`src/sdam_mapper.sv`:
```
// Package of shared constants and the row/column address mapper
package sdam_pkg;
    localparam int HOST_AW = 28;              // 256 MByte decode space
    localparam int MA_W = 11;                 // Dedicated memory address lines
    localparam int FULL_MA_W = 13;            // Address incl. lines borrowed from chip selects
    localparam int BANK_W = 2;
    localparam int MAX_BANKS_SMALL = 4;       // 16 Mbit parts
    localparam int MAX_BANKS_DENSE = 2;       // 64 Mbit and denser parts
    localparam int DATA_W = 64;               // Bank width
    localparam int COL_LO = 3;                // Host bits 2..0 select a byte in the 64-bit word
    localparam int BA0_BIT = 11;
    localparam int BA1_BIT = 12;
    localparam logic [4:0] SPAN_16M = 5'h19;  // Bank size as log2 bytes
    localparam logic [4:0] SPAN_64_2B = 5'h1B;
    localparam logic [4:0] SPAN_64_4B = 5'h1C;
    localparam logic [4:0] SPAN_256 = 5'h1C;
    localparam logic [3:0] CS_IDLE = 4'hF;

    // Part density and internal bank organisation
    typedef enum logic [1:0] {
        SDAM_D16 = 2'b00,
        SDAM_D64_2B = 2'b01,
        SDAM_D64_4B = 2'b10,
        SDAM_D256 = 2'b11
    } sdam_density_t;

    // Sequencer states
    typedef enum logic [1:0] {
        SDAM_IDLE = 2'b00,
        SDAM_ROW = 2'b01,
        SDAM_COL = 2'b10
    } sdam_state_t;
endpackage

`timescale 1ns/10ps
// Combinational host to row/column translation
module sdam_mapper (
    // Request
    input wire logic [sdam_pkg::HOST_AW-1:0] host_addr_in,
    input wire sdam_pkg::sdam_density_t density_in,
    input wire logic col_phase_in,
    // Mapped address
    output logic [sdam_pkg::FULL_MA_W-1:0] ma_out,
    output logic ba0_out,
    output logic ba1_out
);
    import sdam_pkg::*;

    logic [HOST_AW-1:0] a;
    assign a = host_addr_in;

    // Bank selects come from the same host bits in both phases
    always_comb begin
        ba0_out = a[BA0_BIT];
        ba1_out = (density_in == SDAM_D64_4B || density_in == SDAM_D256) ? a[BA1_BIT] : 1'b0;
        ma_out = '0;
        case (density_in)
            SDAM_D16: begin
                if (col_phase_in) begin
                    ma_out = {3'h0, a[24], a[23], a[10:COL_LO]};
                end else begin
                    ma_out = {2'h0, a[22:12]};
                end
            end
            SDAM_D64_2B: begin
                if (col_phase_in) begin
                    ma_out = {3'h0, a[26], a[25], a[10:COL_LO]};
                end else begin
                    ma_out = a[24:12];
                end
            end
            SDAM_D64_4B: begin
                if (col_phase_in) begin
                    ma_out = {1'b0, a[27], 1'b0, a[26], a[25], a[10:COL_LO]};
                end else begin
                    ma_out = {1'b0, a[24:13]};
                end
            end
            default: begin
                if (col_phase_in) begin
                    ma_out = {3'h0, a[27], a[26], a[10:COL_LO]};
                end else begin
                    ma_out = a[25:13];
                end
            end
        endcase
    end
endmodule

```
`src/sdam_ctrl.sv`:
```
// SDRAM address mapper top: bank decode, pin reuse and row/column sequencing
// Functional notes
// - Host addresses decode a main memory space of at most 256 MByte.
// - Every bank is 64 bits wide; narrower organisations are not supported.
// - With 16 Mbit parts up to four banks are decoded, each with its own chip select.
// - With 64, 128 or 256 Mbit parts at most two banks decode; the third select becomes bit 11, the fourth bit 12 or, with 64/128 Mbit four-bank, bank select 1.
// - Host memory is decoded contiguously from zero to the end of the populated capacity.
// - Bank select 0 sits on the line used as bit 11 for 16 Mbit parts and bit 13 for 64/128 Mbit two-bank parts.
// - 16 Mbit row phase: bank select 0 from host bit 11, address 10..0 from host 22..12.
// - 16 Mbit column phase: bank select 0 from bit 11, bit 10 zero, bits 9..8 from 24..23, bits 7..0 from 10..3.
// - 64/128 Mbit two-bank row phase: bank select 0 from bit 11, address 12..0 from host 24..12.
// - 64/128 Mbit column: bits 9..8 from 26..25, 7..0 from 10..3, bit 10 zero, bit 11 from 27 with four banks.
// - 64/128 Mbit four-bank row phase: bank selects from bits 11 and 12, address 11..0 from host 24..13.
// - 256 Mbit: row selects 11 and 12, address 25..13; column 12..10 zero, 9..8 from 27..26, 7..0 from 10..3.
`timescale 1ns/10ps
module sdam_ctrl #(
    parameter int HOST_ADDR_W = sdam_pkg::HOST_AW,
    parameter int BANK_DATA_W = sdam_pkg::DATA_W
) (
    // Clock and reset
    input wire logic clock_in,
    input wire logic rstn_in,
    // Configuration
    input wire sdam_pkg::sdam_density_t density_in,
    input wire logic [2:0] banks_fitted_in,
    // Host request
    input wire logic req_valid_in,
    input wire logic req_write_in,
    input wire logic [sdam_pkg::HOST_AW-1:0] req_addr_in,
    output logic req_ready_out,
    output logic req_err_out,
    // Memory side
    output logic [sdam_pkg::MA_W-1:0] memory_address_bus_out,
    output logic internal_bank_select_0_out,
    output logic internal_bank_select_1_out,
    output logic [1:0] chip_select_n_out,
    output logic third_chip_select_n_out,
    output logic fourth_chip_select_n_out,
    output logic cmd_activate_out,
    output logic cmd_read_out,
    output logic cmd_write_out
);
    import sdam_pkg::*;

    // Only the documented geometry is served
    if (HOST_ADDR_W != HOST_AW) begin : g_bad_aw
        $error("sdam_ctrl: host address width must be 28");
    end
    if (BANK_DATA_W != DATA_W) begin : g_bad_dw
        $error("sdam_ctrl: banks must be 64 bits wide");
    end

    typedef struct packed {
        sdam_state_t state;
        logic [HOST_AW-1:0] addr;
        logic write;
        logic [BANK_W-1:0] bank;
        logic [FULL_MA_W-1:0] ma;
        logic ba0;
        logic ba1;
        logic [3:0] cs_n;
        logic act;
        logic rd;
        logic wr;
        logic err;
    } sdam_regs_t;

    sdam_regs_t cur_ff;
    sdam_regs_t nxt_cur;

    logic map_col;
    logic [HOST_AW-1:0] map_addr;
    logic [FULL_MA_W-1:0] map_ma;
    logic map_ba0;
    logic map_ba1;

    // Bank size as log2 bytes for a density
    function automatic logic [4:0] span_of(input sdam_density_t d);
        case (d)
            SDAM_D16: span_of = SPAN_16M;
            SDAM_D64_2B: span_of = SPAN_64_2B;
            SDAM_D64_4B: span_of = SPAN_64_4B;
            default: span_of = SPAN_256;
        endcase
    endfunction

    // Number of banks that decode, bank zero always counted
    function automatic logic [2:0] banks_used(input sdam_density_t d, input logic [2:0] fitted);
        logic [2:0] lim;
        lim = (d == SDAM_D16) ? 3'(MAX_BANKS_SMALL) : 3'(MAX_BANKS_DENSE);
        if (fitted == 3'h0) begin
            banks_used = 3'h1;
        end else if (fitted > lim) begin
            banks_used = lim;
        end else begin
            banks_used = fitted;
        end
    endfunction

    // Row address on acceptance, column address while the row phase stands
    assign map_col = (cur_ff.state == SDAM_ROW);
    assign map_addr = (cur_ff.state == SDAM_IDLE) ? req_addr_in : cur_ff.addr;

    sdam_mapper u_mapper (
        .host_addr_in(map_addr),
        .density_in(density_in),
        .col_phase_in(map_col),
        .ma_out(map_ma),
        .ba0_out(map_ba0),
        .ba1_out(map_ba1)
    );

    logic [HOST_AW-1:0] bank_idx;
    logic in_range;

    // Contiguous decode: bank index is the address above one bank's span
    always_comb begin
        bank_idx = req_addr_in >> span_of(density_in);
        in_range = (bank_idx < HOST_AW'(banks_used(density_in, banks_fitted_in)));
    end

    // Next-state logic
    always_comb begin
        nxt_cur = cur_ff;
        nxt_cur.act = 1'b0;
        nxt_cur.rd = 1'b0;
        nxt_cur.wr = 1'b0;
        nxt_cur.err = 1'b0;
        case (cur_ff.state)
            SDAM_IDLE: begin
                nxt_cur.ma = '0;
                nxt_cur.ba0 = 1'b0;
                nxt_cur.ba1 = 1'b0;
                nxt_cur.cs_n = CS_IDLE;
                if (req_valid_in) begin
                    if (in_range) begin
                        nxt_cur.state = SDAM_ROW;
                        nxt_cur.addr = req_addr_in;
                        nxt_cur.write = req_write_in;
                        nxt_cur.bank = bank_idx[BANK_W-1:0];
                        nxt_cur.ma = map_ma;
                        nxt_cur.ba0 = map_ba0;
                        nxt_cur.ba1 = map_ba1;
                        nxt_cur.cs_n = ~(4'h1 << bank_idx[BANK_W-1:0]);
                        nxt_cur.act = 1'b1;
                    end else begin
                        nxt_cur.err = 1'b1;
                    end
                end
            end
            SDAM_ROW: begin
                nxt_cur.state = SDAM_COL;
                nxt_cur.ma = map_ma;
                nxt_cur.ba0 = map_ba0;
                nxt_cur.ba1 = map_ba1;
                nxt_cur.rd = ~cur_ff.write;
                nxt_cur.wr = cur_ff.write;
            end
            default: begin
                nxt_cur.state = SDAM_IDLE;
                nxt_cur.ma = '0;
                nxt_cur.ba0 = 1'b0;
                nxt_cur.ba1 = 1'b0;
                nxt_cur.cs_n = CS_IDLE;
            end
        endcase
    end

    // State register
    always_ff @(posedge clock_in) begin
        if (!rstn_in) begin
            cur_ff <= '{state: SDAM_IDLE, cs_n: CS_IDLE, default: '0};
        end else begin
            cur_ff <= nxt_cur;
        end
    end

    // Pin assignment; dense parts borrow the upper two chip selects
    always_comb begin
        req_ready_out = (cur_ff.state == SDAM_IDLE);
        req_err_out = cur_ff.err;
        memory_address_bus_out = cur_ff.ma[MA_W-1:0];
        internal_bank_select_0_out = cur_ff.ba0;
        internal_bank_select_1_out = cur_ff.ba1;
        chip_select_n_out = cur_ff.cs_n[1:0];
        cmd_activate_out = cur_ff.act;
        cmd_read_out = cur_ff.rd;
        cmd_write_out = cur_ff.wr;
        if (density_in == SDAM_D16) begin
            third_chip_select_n_out = cur_ff.cs_n[2];
            fourth_chip_select_n_out = cur_ff.cs_n[3];
        end else begin
            third_chip_select_n_out = cur_ff.ma[MA_W];
            if (density_in == SDAM_D64_4B) begin
                fourth_chip_select_n_out = cur_ff.ba1;
            end else begin
                fourth_chip_select_n_out = cur_ff.ma[MA_W+1];
            end
        end
    end
endmodule

```
`config.mk`:
```
export PLATFORM = sky130hd
export DESIGN_NAME = sdam_ctrl
export DESIGN_NICKNAME = d
export VERILOG_FILES = /design/src/sdam_mapper.sv /design/src/sdam_ctrl.sv
export SDC_FILE = /design/constraint.sdc
export NUM_CORES = 1
export LEC_CHECK = 0
export ABC_CLOCK_PERIOD_IN_PS = 8000
export CAP_MARGIN = 10
export CORE_MARGIN = 2
export CORE_UTILIZATION = 50
export CTS_CLUSTER_SIZE = 16
export DETAILED_ROUTE_END_ITERATION = 10
export DONT_BUFFER_PORTS = 1
export GPL_TIMING_DRIVEN = 0
export REMOVE_ABC_BUFFERS = 1
export SLEW_MARGIN = 5
export SYNTH_ARGS = -nofsm -noshare
export SYNTH_HDL_FRONTEND = slang
export SYNTH_SLANG_ARGS = --single-unit
```
`constraint.sdc`:
```
create_clock -name clock_in -period 8 [get_ports clock_in]
set_clock_uncertainty 0.2 [all_clocks]
set_input_delay 1.6 -clock clock_in [delete_from_list [all_inputs] [get_ports clock_in]]
set_output_delay 1.6 -clock clock_in [all_outputs]
set_load 0.01 [all_outputs]
```
==> out/qor.yml <==
status:
  outcome: "finished clean"
logic_synthesis:
  asyncSetResetFlopFracSynth_pct: 0
  synth_area_leaders: "dfxtp_1 39%, mux2i_1 12%, nand2_1 8.9%"
  yosys.area.top_type_share_pct: 39.1
  netlist_top_cells_count: "62 x nand2_1, 51 x dfxtp_1, 32 x mux2i_1"
  netlist-cell-type-count: 47
  yosysWarnings: 0
  ys.flop_type: "dfxtp_1"
  syn_area_sq_um: 2610
  syn_inst: 304
  ys_seq_area_share_pct: 39.1
  synth-edff-count: 0
  synth_seq_cells: 51
  syn_avg_cell_area_sq_um: 8.58
  synth.largest_area_cell: "dfxtp_1"
  yosysMostFrequentCell: "nand2_1"
die:
  rows: 26
  num_io_pins: 59
  core_area_sq_um: 5070
  die_width_um: 76.2
  dieArea_sq_um: 5810
  start_util_pct: 51.4
  die_y_um: 76.2
clock_network:
  cts_buffer_depth: 2
  cts_resized: 0
  numCtsBuffers: 5
  htree_levels: 2
  cts_tree: "built"
  path_clk_slew_ns: 0.09
  clock-root-buffer: "clkbuf_8"
  post_cts_buffers: 0
  cts_hold_buf: 0
  cts_num_sinks: 51
  clk_latency_ns: 0.30
critical_path:
  critPathSlowestCell: "o2111a_2"
  crit_fanout: 29
  critPathLaunchType: "input port"
  crit_chain: "nor2_1 -> inv_1 -> ha_1 -> nor2b_1 -> o21ai_0 -> nor2_1 -> o22ai_1 -> ha_1 -> o311a_1 -> o31ai_2 -> o2111a_2 -> mux2i_1"
  arrival_ns: 4.45
  path_class: "input port to register"
  end_kind: "register"
  required_ns: 8.02
  rr_startpoint: "cur_ff[55]"
  critPathMaxStageDelay_ns: 0.89
  path_delay_family: "compound AO/OA/AOI/OAI gates"
  cp-startpoint: "density_in[1]"
  rr_worst_depth: 5
  path_depth: 12
  rrSetupSlack_ns: 5.28
  worst-path-buf-inv: 1
detailed_routing:
  wl_per_cell_um: 15.3
  drt-total-wl_mm: 5.32
  viasPerCell: 5.49
  drtIter0Drc: 102
  vias: 1912
  post-route-drc-count: 0
  drt_first_pass_iters: 4
  drtAntennaViolNets: 0
min_path:
  min_from: "cur_ff[25]"
  min_path_type: "register to register"
  hold_path_depth: 1
sta:
  hold_viol_final: 0
  clock.fmax_mhz: 226
  final.setup.tns_ns: 0
  setup_viol: 0
  final.period_utilization_pct: 55.3
  tightest_slew_ns: 0.991
  rsz0062_at_grt: "no"
  min_period_ns: 4.43
  slew_viol_final: 0
  maxSlewHeadroom_pct: 33.8
  holdWs_ns: 0.239
cells_and_area:
  fill_cells: 515
  antenna_cells: 0
  regArea_sq_um: 1020
  design_area_sq_um: 2590
  final_nets: 319
  syn2layout_area_growth_pct: -0.767
  final_layout_size_suffix_gt1_share_pct: 6.83
  final_cells: 348
  multi_input_area_sq_um: 1340
  final_core_util_pct: 51.0
placed_design:
  gp_congestion: 0.738
  dp_cells: 340
  placedInstanceArea_sq_um: 2490
  dp_hpwl_mm: 3.43
  io_buffers: 0
global_routing:
  grt_pass1_vias: 1811
  grt_remaining_overflow: 0
  grt_max_degree: 61
  grtUsageTotal_pct: 18.9
  grt_pass1_wl_mm: 8.80
  antenna_found_initial: 0
pwr:
  p_int_w: 0.000392
  share_comb_of_total_power_pct: 15.5
  p_sw_share_pct: 27.0
  seqPwrFrac_pct: 54.6
  ir_worst_vdd_mv: 0.0794
  leakagePower_nw: 1.00
  power.density_nw_per_um2: 208
  netSwitchingPower_w: 0.000145
  p_clk_share_pct: 29.9
job:
  maxCapViolCount: 0
per-layer routing:
layer | global-route usage (%) | vias up | routed length, um
li1 | - | 975 | -
met1 | 24.6 | 888 | 2520
met2 | 29.4 | 47 | 2410
met3 | 6.87 | 2 | 356
met4 | 5.45 | 0 | 25
met5 | 0 | - | 0
cell usage in the layout (no fill, tap or decap), drive strengths merged, types with 3 or more instances in the layout:
cell type / n
clkbuf: 8
nand2b: 7
mux2i: 32
nor2b: 10
a211oi: 7
o22ai: 5
a2111oi: 8
nor3b: 3
nand2: 62
inv: 9
and2: 4
o21ai: 4
a21oi: 14
ha: 5
dfxtp: 51
nor2: 21
flip-flops by register name, summed over array words and instances (netlist names):
signal	flops
chip_select_n_out	2
cmd_activate_out	1
cmd_read_out	1
cmd_write_out	1
cur_ff	32
internal_bank_select_0_out	1
internal_bank_select_1_out	1
memory_address_bus_out	11
req_err_out	1
path summary, 6_finish.rpt:
check,to
worst min-delay path,cmd_read_out
worst max-delay path,cur_ff[42]
worst max register to register,cur_ff[42]
worst min register to register,cmd_read_out
through the flow:
stage | worst slack (ns) | power, W
3_5_place_dp | 3.22 | 0.000384
6_report | 3.57 | 0.000538
3_3_place_gp | 3.28 | 0.000383
4_1_cts | 3.55 | 0.000545
5_1_grt | 3.38 | 0.000571
2_1_floorplan | 3.64 | 0.000365
power by group through the flow:
stage	Clock, W	Sequential, W	Combinational (W)
after global placement	0	0.000300	0.0000832
after global routing	0.000181	0.000297	0.0000936
after CTS	0.000166	0.000294	0.0000846
after detailed placement	0	0.000300	0.0000843
after floorplan	0	0.000295	0.0000699
final	0.000161	0.000294	0.0000832
cells by family after synthesis:
group                      count (synthesis)  share of synthesized area, %
AOI/OAI and AO/OA                         54                          15.5
DFF                                       51                          39.1
and+or+nand+nor                          118                          20.9
adders and majority gates                  5                          2.40
muxes                                     33                          12.7
buffers and inverters                     43                          9.35
layout make-up:
cell class | instances | area share (%)
Multi-Input combinational cell | 210 | 51.9
Sequential cell | 51 | 39.4
Tap cell | 70 | 3.38
Inverter | 9 | 1.40
Clock buffer | 8 | 3.87
(Power assumes the default switching activity.)
